**src/rtl/hq_cfg.svh**
```systemverilog
`ifndef HQ_CFG_SVH
`define HQ_CFG_SVH

// ----------------------------------------------------------------
// register indexes (byte address is four times the index)
// ----------------------------------------------------------------
`define IDX_RX_FRAME_BYTE_COUNT 10'h17E
`define IDX_TX_QUEUE_COMMAND    10'h180
`define IDX_RX_QUEUE_COMMAND    10'h182
`define IDX_RX_DURATION_THRESH  10'h18C
`define IDX_RX_BYTE_THRESH      10'h18E
`define IDX_INT_STATUS          10'h190
`define IDX_INT_MASK            10'h192
`define IDX_RX_FRAME_THRESH     10'h19C
`define IDX_TX_NEXT_SIZE_REQ    10'h19E

// ----------------------------------------------------------------
// field positions
// ----------------------------------------------------------------
`define TXQ_MANUAL_ENQUEUE      0
`define TXQ_MEMORY_MONITOR      1
`define RXQ_DURATION_ENABLE     7
`define RXQ_HEADER_OFFSET       9
`define RXQ_FRAME_THRESH_STAT   10
`define RXQ_BYTE_THRESH_STAT    11
`define RXQ_DURATION_STAT       12
`define INT_TX_SPACE            6
`define INT_RX                  13
`define BYTE_COUNT_MSB          11

// ----------------------------------------------------------------
// reset values and write masks
// ----------------------------------------------------------------
`define TXQ_RESET               16'h0000
`define RXQ_RESET               16'h0000
`define RXQ_WRITE_MASK          16'hE3FF
`define THRESH_RESET            16'h0000
`define INT_MASK_RESET          16'h0000

// ----------------------------------------------------------------
// timing: duration timer counts in units of one microsecond
// ----------------------------------------------------------------
`define CLK_PERIOD_NS           40
`define DURATION_UNIT_NS        1000
`define DURATION_UNIT_CYCLES    (`DURATION_UNIT_NS / `CLK_PERIOD_NS)

`endif

```
**src/rtl/hq_pkg.sv**
```systemverilog
package hq_pkg;

  typedef logic [15:0] reg16_t;
  typedef logic [9:0]  reg_index_t;

  typedef enum logic [1:0] {
    tx_idle,
    tx_enqueue_pending
  } tx_cmd_state_t;

endpackage

```
**src/rtl/evt_if.sv**
```systemverilog
`timescale 1ns/1ps

interface evt_if;
  logic [15:0] set;
  logic [15:0] clear;
  logic        mask_write;
  logic [15:0] mask_data;
  logic [15:0] status;
  logic [15:0] mask;

  modport bank (
    input  set,
    input  clear,
    input  mask_write,
    input  mask_data,
    output status,
    output mask
  );

  modport ctrl (
    output set,
    output clear,
    output mask_write,
    output mask_data,
    input  status,
    input  mask
  );
endinterface

```
**src/rtl/event_bank.sv**
```systemverilog
`timescale 1ns/1ps
`include "hq_cfg.svh"

// sticky event flags, write-one-to-clear, with a mask onto one level irq
module event_bank (
  input  wire logic clk,
  input  wire logic reset_n,
  evt_if.bank       ev,
  output      logic irq
);

  always_ff @(posedge clk or negedge reset_n) begin
    if (!reset_n) begin
      ev.status <= 16'h0000;
    end else begin
      // a set in the same cycle as its clear survives
      ev.status <= (ev.status & ~ev.clear) | ev.set;
    end
  end

  always_ff @(posedge clk or negedge reset_n) begin
    if (!reset_n) begin
      ev.mask <= `INT_MASK_RESET;
    end else if (ev.mask_write) begin
      ev.mask <= ev.mask_data;
    end
  end

  always_ff @(posedge clk or negedge reset_n) begin
    if (!reset_n) begin
      irq <= 1'b0;
    end else begin
      irq <= |(((ev.status & ~ev.clear) | ev.set) & ev.mask);
    end
  end

endmodule

```
**src/rtl/host_queue_command_status.sv**
```systemverilog
// The implementer's own choice: register access over APB.
`timescale 1ns/1ps
`include "hq_cfg.svh"

// Operation
// RULE1: byte count register shows head frame size in bits 11-0, read-only.
// RULE2: on an 8-bit host bus the low byte is read before the high byte.
// RULE3: one byte count per pending frame; each read advances to the next frame.
// RULE4: memory monitor set raises interrupt bit 6 once transmit space suffices.
// RULE5: memory monitor bit clears itself when the frame finishes transmitting.
// RULE6: writing one to manual enqueue queues exactly one transmit frame.
// RULE7: manual enqueue bit clears itself when that transmission completes.
// RULE8: duration status shows the timer since first queued frame passed its threshold.
// RULE9: the three threshold status bits refresh only on writing one to interrupt bit 13.
// RULE10: byte threshold status shows queued bytes exceeded the byte threshold.
// RULE11: frame threshold status shows queued frames exceeded the frame threshold.
// RULE12: header offset enable inserts two bytes before each received frame header.
// RULE13: duration enable raises interrupt bit 13 once the duration threshold is passed.
// RULE14: writes to read-only fields change nothing; pending command bits read one.
module host_queue_command_status
  import hq_pkg::*;
#(
  parameter int DURATION_UNIT_CYCLES = `DURATION_UNIT_CYCLES
) (
  input  wire logic        clk,
  input  wire logic        reset_n,
  // apb slave
  input  wire logic        psel,
  input  wire logic        penable,
  input  wire logic        pwrite,
  input  wire logic [11:0] paddr,
  input  wire logic [31:0] pwdata,
  output      logic [31:0] prdata,
  output      logic        pready,
  output      logic        pslverr,
  // receive queue state from the switch datapath
  input  wire logic [11:0] rx_head_byte_count,
  input  wire logic [15:0] rx_queue_bytes,
  input  wire logic [7:0]  rx_frame_count_reg,
  output      logic        rx_count_advance,
  output      logic        header_offset_enable,
  // transmit queue state
  input  wire logic [12:0] tx_free_space,
  input  wire logic        tx_frame_done,
  output      logic        tx_enqueue_req,
  // interrupt
  output      logic        irq
);

  // the unit counter is 16 bits wide
  if (DURATION_UNIT_CYCLES < 1 || DURATION_UNIT_CYCLES > 65536) begin : bad_unit
    $error("DURATION_UNIT_CYCLES must lie between one and 65536");
  end

  evt_if ev ();

  event_bank u_event_bank (
    .clk     (clk),
    .reset_n (reset_n),
    .ev      (ev),
    .irq     (irq)
  );

  // ----------------------------------------------------------------
  // apb decode: one wait state, then the answer
  // ----------------------------------------------------------------
  reg_index_t    index;
  logic          mapped;
  logic          access;
  logic          wr_done;
  logic          rd_done;
  reg16_t        wdata;

  reg16_t        tx_queue_command;
  reg16_t        tx_queue_command_view;
  reg16_t        rx_queue_command;
  reg16_t        rx_duration_threshold;
  reg16_t        rx_byte_threshold;
  reg16_t        rx_frame_threshold;
  reg16_t        tx_next_size_request;
  reg16_t        rx_frame_byte_count;
  reg16_t        read_value;
  tx_cmd_state_t tx_state;
  logic          monitor_armed;
  logic          monitor_fired;
  logic [15:0]   duration_timer;
  logic [15:0]   unit_count;
  logic          unit_tick;

  assign index   = paddr[11:2];
  assign wdata   = pwdata[15:0];
  assign access  = psel && penable && pready;
  assign wr_done = access && pwrite && mapped;
  assign rd_done = access && !pwrite && mapped;

  always_comb begin
    mapped     = 1'b1;
    read_value = 16'h0000;
    unique case (index)
      `IDX_RX_FRAME_BYTE_COUNT: read_value = rx_frame_byte_count;
      `IDX_TX_QUEUE_COMMAND:    read_value = tx_queue_command_view;
      `IDX_RX_QUEUE_COMMAND:    read_value = rx_queue_command;
      `IDX_RX_DURATION_THRESH:  read_value = rx_duration_threshold;
      `IDX_RX_BYTE_THRESH:      read_value = rx_byte_threshold;
      `IDX_INT_STATUS:          read_value = ev.status;
      `IDX_INT_MASK:            read_value = ev.mask;
      `IDX_RX_FRAME_THRESH:     read_value = rx_frame_threshold;
      `IDX_TX_NEXT_SIZE_REQ:    read_value = tx_next_size_request;
      default:                  mapped     = 1'b0;
    endcase
    if (paddr[1:0] != 2'b00) begin
      mapped = 1'b0;
    end
  end

  always_ff @(posedge clk or negedge reset_n) begin
    if (!reset_n) begin
      pready  <= 1'b0;
      pslverr <= 1'b0;
      prdata  <= 32'h0000_0000;
    end else begin
      pready  <= psel && penable && !pready;
      pslverr <= psel && penable && !pready && !mapped;
      if (psel && penable && !pready) begin
        prdata <= (mapped && !pwrite) ? {16'h0000, read_value} : 32'h0000_0000;
      end
    end
  end

  // ----------------------------------------------------------------
  // receive byte count of the head frame
  // ----------------------------------------------------------------
  always_ff @(posedge clk or negedge reset_n) begin
    if (!reset_n) begin
      rx_frame_byte_count <= 16'h0000;
    end else begin
      rx_frame_byte_count <= {4'h0, rx_head_byte_count}; // [RULE1]
    end
  end

  // the whole count is one 32-bit read here, so low-then-high order is moot
  always_ff @(posedge clk or negedge reset_n) begin
    if (!reset_n) begin
      rx_count_advance <= 1'b0;
    end else begin
      rx_count_advance <= rd_done && (index == `IDX_RX_FRAME_BYTE_COUNT)
                          && (rx_frame_count_reg != 8'h00); // [RULE3] [RULE2]
    end
  end

  // ----------------------------------------------------------------
  // transmit queue command
  // ----------------------------------------------------------------
  always_ff @(posedge clk or negedge reset_n) begin
    if (!reset_n) begin
      tx_state       <= tx_idle;
      tx_enqueue_req <= 1'b0;
    end else begin
      tx_enqueue_req <= 1'b0;
      unique case (tx_state)
        tx_idle: begin
          if (wr_done && index == `IDX_TX_QUEUE_COMMAND && wdata[`TXQ_MANUAL_ENQUEUE]) begin
            tx_enqueue_req <= 1'b1; // [RULE6]
            tx_state       <= tx_enqueue_pending;
          end
        end
        tx_enqueue_pending: begin
          // further writes of one are ignored: one frame per command
          if (tx_frame_done) begin
            tx_state <= tx_idle; // [RULE7]
          end
        end
      endcase
    end
  end

  always_ff @(posedge clk or negedge reset_n) begin
    if (!reset_n) begin
      monitor_armed <= 1'b0;
      monitor_fired <= 1'b0;
    end else if (tx_frame_done) begin
      monitor_armed <= 1'b0; // [RULE5]
      monitor_fired <= 1'b0;
    end else if (wr_done && index == `IDX_TX_QUEUE_COMMAND && wdata[`TXQ_MEMORY_MONITOR]) begin
      monitor_armed <= 1'b1;
      monitor_fired <= monitor_armed && monitor_fired;
    end else if (monitor_armed && !monitor_fired
                 && {3'b000, tx_free_space} >= tx_next_size_request) begin
      monitor_fired <= 1'b1; // [RULE4]
    end
  end

  always_ff @(posedge clk or negedge reset_n) begin
    if (!reset_n) begin
      tx_queue_command <= `TXQ_RESET;
    end else if (wr_done && index == `IDX_TX_QUEUE_COMMAND) begin
      tx_queue_command <= {wdata[15:2], 2'b00};
    end
  end

  // ----------------------------------------------------------------
  // receive queue command and threshold registers
  // ----------------------------------------------------------------
  logic refresh;
  assign refresh = wr_done && index == `IDX_INT_STATUS && wdata[`INT_RX];

  always_ff @(posedge clk or negedge reset_n) begin
    if (!reset_n) begin
      rx_queue_command <= `RXQ_RESET;
    end else begin
      if (wr_done && index == `IDX_RX_QUEUE_COMMAND) begin
        rx_queue_command <= (wdata & `RXQ_WRITE_MASK)
                            | (rx_queue_command & ~`RXQ_WRITE_MASK); // [RULE14]
      end
      if (refresh) begin // [RULE9]
        rx_queue_command[`RXQ_DURATION_STAT] <=
          duration_timer > rx_duration_threshold; // [RULE8]
        rx_queue_command[`RXQ_BYTE_THRESH_STAT] <=
          rx_queue_bytes > rx_byte_threshold; // [RULE10]
        rx_queue_command[`RXQ_FRAME_THRESH_STAT] <=
          {8'h00, rx_frame_count_reg} > rx_frame_threshold; // [RULE11]
      end
    end
  end

  always_ff @(posedge clk or negedge reset_n) begin
    if (!reset_n) begin
      rx_duration_threshold <= `THRESH_RESET;
      rx_byte_threshold     <= `THRESH_RESET;
      rx_frame_threshold    <= `THRESH_RESET;
      tx_next_size_request  <= `THRESH_RESET;
    end else if (wr_done) begin
      if (index == `IDX_RX_DURATION_THRESH) rx_duration_threshold <= wdata;
      if (index == `IDX_RX_BYTE_THRESH)     rx_byte_threshold     <= wdata;
      if (index == `IDX_RX_FRAME_THRESH)    rx_frame_threshold    <= wdata;
      if (index == `IDX_TX_NEXT_SIZE_REQ)   tx_next_size_request  <= wdata;
    end
  end

  always_ff @(posedge clk or negedge reset_n) begin
    if (!reset_n) begin
      header_offset_enable <= 1'b0;
    end else begin
      header_offset_enable <= rx_queue_command[`RXQ_HEADER_OFFSET]; // [RULE12]
    end
  end

  // ----------------------------------------------------------------
  // duration timer: runs while any frame waits, in microsecond units
  // ----------------------------------------------------------------
  always_ff @(posedge clk or negedge reset_n) begin
    if (!reset_n) begin
      unit_count <= 16'h0000;
      unit_tick  <= 1'b0;
    end else if (unit_count >= 16'(DURATION_UNIT_CYCLES - 1)) begin
      unit_count <= 16'h0000;
      unit_tick  <= 1'b1;
    end else begin
      unit_count <= unit_count + 16'h0001;
      unit_tick  <= 1'b0;
    end
  end

  // saturates so a long wait cannot wrap back under the threshold
  always_ff @(posedge clk or negedge reset_n) begin
    if (!reset_n) begin
      duration_timer <= 16'h0000;
    end else if (rx_frame_count_reg == 8'h00) begin
      duration_timer <= 16'h0000;
    end else if (unit_tick && duration_timer != 16'hFFFF) begin
      duration_timer <= duration_timer + 16'h0001;
    end
  end

  // ----------------------------------------------------------------
  // events into the sticky status bank
  // ----------------------------------------------------------------
  logic duration_hit;
  logic duration_hit_d;
  assign duration_hit = rx_queue_command[`RXQ_DURATION_ENABLE]
                        && duration_timer > rx_duration_threshold;

  always_ff @(posedge clk or negedge reset_n) begin
    if (!reset_n) begin
      duration_hit_d <= 1'b0;
    end else begin
      duration_hit_d <= duration_hit;
    end
  end

  logic monitor_fire_now;
  assign monitor_fire_now = monitor_armed && !monitor_fired && !tx_frame_done
                            && {3'b000, tx_free_space} >= tx_next_size_request;

  always_comb begin
    ev.set                  = 16'h0000;
    ev.set[`INT_RX]         = duration_hit && !duration_hit_d; // [RULE13]
    ev.set[`INT_TX_SPACE]   = monitor_fire_now; // [RULE4]
    ev.clear                = (wr_done && index == `IDX_INT_STATUS) ? wdata : 16'h0000;
    ev.mask_write           = wr_done && index == `IDX_INT_MASK;
    ev.mask_data            = wdata;
  end

  // pending self-clearing bits read back as one
  always_comb begin
    tx_queue_command_view = tx_queue_command;
    tx_queue_command_view[`TXQ_MANUAL_ENQUEUE] = (tx_state == tx_enqueue_pending); // [RULE14]
    tx_queue_command_view[`TXQ_MEMORY_MONITOR] = monitor_armed;
  end

endmodule

```
**config.mk**
```make
export PLATFORM = sky130hd
export DESIGN_NAME = host_queue_command_status
export DESIGN_NICKNAME = d
export VERILOG_FILES = /design/src/rtl/hq_pkg.sv /design/src/rtl/evt_if.sv /design/src/rtl/event_bank.sv /design/src/rtl/host_queue_command_status.sv
export VERILOG_INCLUDE_DIRS = /design/src /design/src/rtl
export SDC_FILE = /design/constraint.sdc
export NUM_CORES = 1
export LEC_CHECK = 0
export BUFFER_PORTS_ARGS = -buffer_cell sky130_fd_sc_hd__buf_2
export CELL_PAD_IN_SITES_DETAIL_PLACEMENT = 0
export CELL_PAD_IN_SITES_GLOBAL_PLACEMENT = 2
export CORE_ASPECT_RATIO = 1.2
export CORE_MARGIN = 10
export CORE_UTILIZATION = 41
export DETAILED_ROUTE_END_ITERATION = 12
export PLACE_DENSITY = 0.92
export SYNTH_ARGS = -nofsm -noshare
export SYNTH_HDL_FRONTEND = slang
export SYNTH_SLANG_ARGS = --single-unit
```
**constraint.sdc**
```tcl
create_clock -name clk -period 4.7 [get_ports clk]
set_input_delay 0.94 -clock clk [delete_from_list [all_inputs] [get_ports clk]]
set_output_delay 0.94 -clock clk [all_outputs]
set_load 0.05 [all_outputs]
```
; ---- Word-level counts from Yosys, hierarchy flattened
; Index checks and enable logic that the tools add are counted.
[totals]
reg_bits = 214
input_bits = 99
out_inout_bits = 38
elab_cells = 117
[classes]
addsub = 2
magnitude_cmp = 5
eq_ne = 13
mux = 21
bitwise_logic = 5
reduce_logical = 47
[ops]
columns = op, n
row1 = $pmux W16 S9, 1
row2 = $eq A10 B9 Y1 const B, 9
row3 = $mux W16, 5
row4 = $add A16 B1 Y16 const B, 2
row5 = $and A16 B16 Y16, 2
row6 = $gt A16 B16 Y1, 2
row7 = $logic_and A1 B1 Y1, 26
row8 = $ge A13 B16 Y1, 1
row9 = $ge A16 B5 Y1 const B, 1
row10 = $gt A8 B16 Y1, 1
row11 = $ne A16 B16 Y1 const B, 1
row12 = $not A16 Y16, 1
row13 = $or A16 B13 Y16, 1
row14 = $or A16 B14 Y16, 1
row15 = $reduce_or A16 Y1, 1
row16 = $mux W13, 1
row17 = $mux W1, 10
row18 = $reduce_and A2 Y1, 5
row19 = $reduce_or A9 Y1, 1
row20 = $logic_not A8 Y1, 1
row21 = $reduce_bool A2 Y1, 4
row22 = $reduce_bool A8 Y1, 1
row23 = $logic_not A1 Y1, 6
row24 = $mux W2, 2
row25 = other kinds (6), 7

; ---- Longest topological paths before layout
[depth]
ltp_word = 12
depth_mapped = 10
depth_no_buf = 9

; ---- By module
; From an unflattened synthesis, not the netlist that was laid out.
[hier_totals]
hier_cells = 954
hier_area_um2 = 10647.7
[modules_own_cells]
columns = module, instances, cells_per_inst, area_per_inst_um2, seq_area_each_um2
row1 = host_queue_command_status, 1, 842, 9283.9, 4103.9
row2 = event_bank, 1, 112, 1363.8, 825.8

; ---- Least setup slack after synthesis
; Ideal clock, no wire load.
[synth_timing]
path_kind = input to register
startpoint = in paddr[3]
endpoint = reg u_event_bank.irq
setup_time_ns = 0.126
t_arrival_ns = 2.864
t_required_ns = 4.574
path_slack_ns = 1.710
stages = 9
n_path_buf = 2
path_cell_list = buf_2 -> nor2b_1 -> nand4_2 -> buf_6 -> o311ai_1 -> nand2_1 -> a211o_1 -> or4b_1 -> a311o_1
[synth_between]
elab_chain_len = 12
elab_cells_between_ends = 20
classes_between = eq/ne (9) / mux (3) / bitwise (4) / reduce/logical (4)
[synth_lines]
columns = item, line_no
row1 = "start, declared", host_queue_command_status.sv:31  ; input wire logic [11:0] paddr,
row2 = $eq A10 B9 Y1, host_queue_command_status.sv:99  ; unique case (index)
row3 = $reduce_or A9 Y1 (no line), -
row4 = $mux W1, host_queue_command_status.sv:99
row5 = $mux W1, host_queue_command_status.sv:111  ; if (paddr[1:0] != 2'b00) begin
row6 = $logic_and A1 B1 Y1, host_queue_command_status.sv:93  ; assign wr_done = access && pwrite && mapped;
row7 = $logic_and A1 B1 Y1 (no line) (*), -
row8 = $mux W16 (*), host_queue_command_status.sv:299  ; ev.clear = (wr_done && index == `IDX_INT_STATUS) ? wdata : 16'h0000;
row9 = $not A16 Y16 (*), event_bank.sv:33  ; irq <= |(((ev.status & ~ev.clear) | ev.set) & ev.mask);
row10 = $and A16 B16 Y16 (*), event_bank.sv:33
row11 = $or A16 B14 Y16 (*), event_bank.sv:33
row12 = $and A16 B16 Y16 (*), event_bank.sv:33
row13 = $reduce_or A16 Y1 (*), event_bank.sv:33
row14 = "end signal, assigned", event_bank.sv:33
row15 = "end, declared", event_bank.sv:9  ; output logic irq
; Every way passes the cells marked *; elsewhere a longest branch is shown, timed or not.
; A chain may end at the register's enable or synchronous reset.

; ---- Worst setup path in the final report
; Same ends and word-level chain as after synthesis.

==> key figures <==
Logic synthesis
  • Top cell type's share of synthesized area: 50.5%
  • Most frequent cells after synthesis: dfrtp_1 (197), inv_1 (83), nand2_1 (58)
  • Number of synthesized flops with an enable pin: 0
  • Syn avg cell area: 11.2 sq um
  • Top-count cell post-synth: dfrtp_1
  • Dominant synthesized flop cell: dfrtp_1
  • Post-synth top area cell: dfrtp_1
  • Yosys synthesis warning count: 0
  • Post-synth ARST share: 100%
  • Cell count after synthesis: 875
  • Synth unique cells: 60
  • Cell Area, Synth: 0.00976 sq mm
  • Post-synthesis sequential element count: 197
  • Post-synthesis sequential area ratio: 50.5%
  • Ranking of synthesized cells by area: dfrtp_1 (51%), ha_1 (7.2%), mux2_2 (6.5%)

Timing
  • Setup-failing EPs final: 0
  • Final Skew: 0.00923 ns
  • Count of final max-slew check failures: 0
  • WHS: 0.402 ns
  • Final critical-path required period: 3.40 ns
  • Max-slew headroom: 34.3%
  • Hold Fails Final Rpt: 0
  • Setup TNS: 0 ns
  • Worst Max-Slew Pin Slew: 0.985 ns
  • FMAX: 0.294 GHz
  • Period utilisation layout: 72.3%
  • Setup ws final: 1.30 ns
  • RSZ-0062 raised after global routing: false

Final layout
  • Fin area: 0.0113 sq mm
  • Sequential Area: 0.00493 sq mm
  • Layout filler cell count: 2208
  • Multi-input gate area: 0.00440 sq mm
  • Area growth from synthesis to layout: 15.8%
  • Share of cells above drive strength 1: 22.5%
  • Non-Filler Instances: 1327
  • Fin util: 48.6%
  • Nets@finish: 1153

Worst setup path
  • Critical path endpoint category: flip-flop
  • Critical Path AT: 3.71 ns
  • Kind of critical path: input port to flip-flop
  • Crit Path Max Fanout: 17
  • Setup crit start kind: input port
  • Req. time, crit path: 5.01 ns

Die
  • Die height: 189 um
  • Core area: 0.0233 sq mm
  • Die area: 0.0304 sq mm
  • Initial Util: 41.9%
  • Die width: 161 um
  • Cell row count: 61
  • IO Pins: 137

Clocking
  • Clk_lat worst skew: 0.43 ns
  • CTS sink cnt: 197
  • CTS Buf Count: 17
  • Cts repair resizes: 0
  • Post-CTS Setup Bufs: 0
  • CTS tree: done
  • CTS H-Tree Depth: 4
  • Hold Buf Count CTS: 0
  • Worst-path clk slew: 0.07 ns
  • Root Driver: clkbuf_16
  • Maximum root-to-sink buffer count: 2

Global routing
  • Gr usage total: 17.7%
  • Antenna violations before repair: 1
  • Number of global-route vias before repair: 7542
  • Largest net degree at the start of global routing: 114
  • First-pass GRT wire length: 42300 um
  • GRT overflow: 0

Detailed routing
  • Vias per Instance: 5.41
  • Pre-antenna DRT Iters: 5
  • Drt wl/cell: 20.2 um
  • Vias: 7180
  • # DRC: 0
  • DRT iter0 DRCs: 331
  • Total Wirelength: 26800 um
  • Antenna-violating nets left: 0

Place
  • Post-Place Cells: 1294
  • Pre-CTS setup slack: 0.881 ns
  • GP Congestion: 0.823
  • Hpwl dp: 20300 um
  • PortBufs: 104
  • Dpl cell area: 0.0107 sq mm

Power and ir drop
  • Power per cell area: 339 mW/mm^2
  • Total chip power: 3.83 mW
  • VDD IR max: 0.000251 V
  • Leak Pwr: 5.76 nW

Run status
  • Run status: completed

Flow run
  • Max-Cap Viols: 0

Worst hold path
  • Worst Hold Class: flip-flop to flip-flop
cells by family after synthesis:
logic type      after synthesis  synth area share [%]
fa+ha+maj                    56                  7.18
other cells                   1                0.0384
simple gates                180                  9.79
xor+xnor                     16                  1.44
buf+inv                     127                  5.73
compound gates              189                  13.4
mux                         109                  11.9
flops                       197                  50.5
cell usage in the layout (no fill, tap or decap), types with 5 or more instances in the layout:
master and n:
conb_1 27, nor2_1 34, ha_1 56, a31oi_1 17, a21o_1 9, xnor2_1 8
and2_1 6, a21boi_0 12, buf_2 103, nand3_1 12, nor4_1 7, dfrtp_1 197
nand2_1 58, a221oi_1 29, inv_1 83, nor3_1 9, a21oi_1 39, nor2b_1 5
clkinvlp_4 5, buf_4 18, o21ai_0 31, mux2_2 56, clkbuf_16 17, a222oi_1 8
mux2i_1 53, xor2_1 8, nand4_1 15, a22oi_1 12
report_power, final:
group          leakage, nW  internal, mW  switching, mW  total, mW
clock network        0.284         0.865          0.644       1.51
logic                 3.04         0.168          0.273      0.442
registers             2.44          1.77          0.105       1.88
cell type report:
type | instances | share of cell area [%]
Sequential cell | 197 | 43.6
Multi-Input combinational cell | 577 | 38.9
Timing Repair Buffer | 122 | 5.88
Clock buffer | 20 | 4.04
Tap cell | 315 | 3.49
Inverter | 83 | 2.76
Clock inverter | 12 | 1.34
Antenna cell | 1 | 0.0221
state kept, by name, indices dropped and copies added (netlist names), 14 cells and up:
name and count:
tx_queue_command 14, rx_queue_command 16, rx_byte_threshold 16, u_event_bank.ev.mask 16
tx_next_size_request 16, unit_count 16, u_event_bank.ev.status 16, prdata 16
rx_duration_threshold 16, duration_timer 16, rx_frame_threshold 16
path summary, 6_finish.rpt:
path                                startpoint                   end  slack, ns  cells after the start
min in group asynchronous              reset_n     duration_timer[1]       0.62                      1
setup reg to reg                        pready      u_event_bank.irq       1.61                      8
setup / recovery                      paddr[3]      u_event_bank.irq       1.30                      9
hold reg to reg            rx_queue_command[9]  header_offset_enable       0.40                      0
max in group asynchronous              reset_n            prdata[15]       3.08                      2
hold / removal             rx_queue_command[9]  header_offset_enable       0.40                      0
per-layer routing:
metal	share of wire (%)	vias up	global-route usage, %
met2	51	180	30.2
met4	2.1	0	5.85
met5	0	-	0
met3	5.0	34	3.88
li1	-	3391	-
met1	42	3575	21.6
worst max-delay path, cell delays in order:
cell and delay, ns:
buf_2 0.27, nor2b_1 0.23, nand4_2 0.33, nor2_1 0.35, buf_4 0.25, a21boi_0 0.14
a221oi_1 0.36, or4b_1 0.48, a311o_1 0.34
Power figures use the tool's default switching activity.
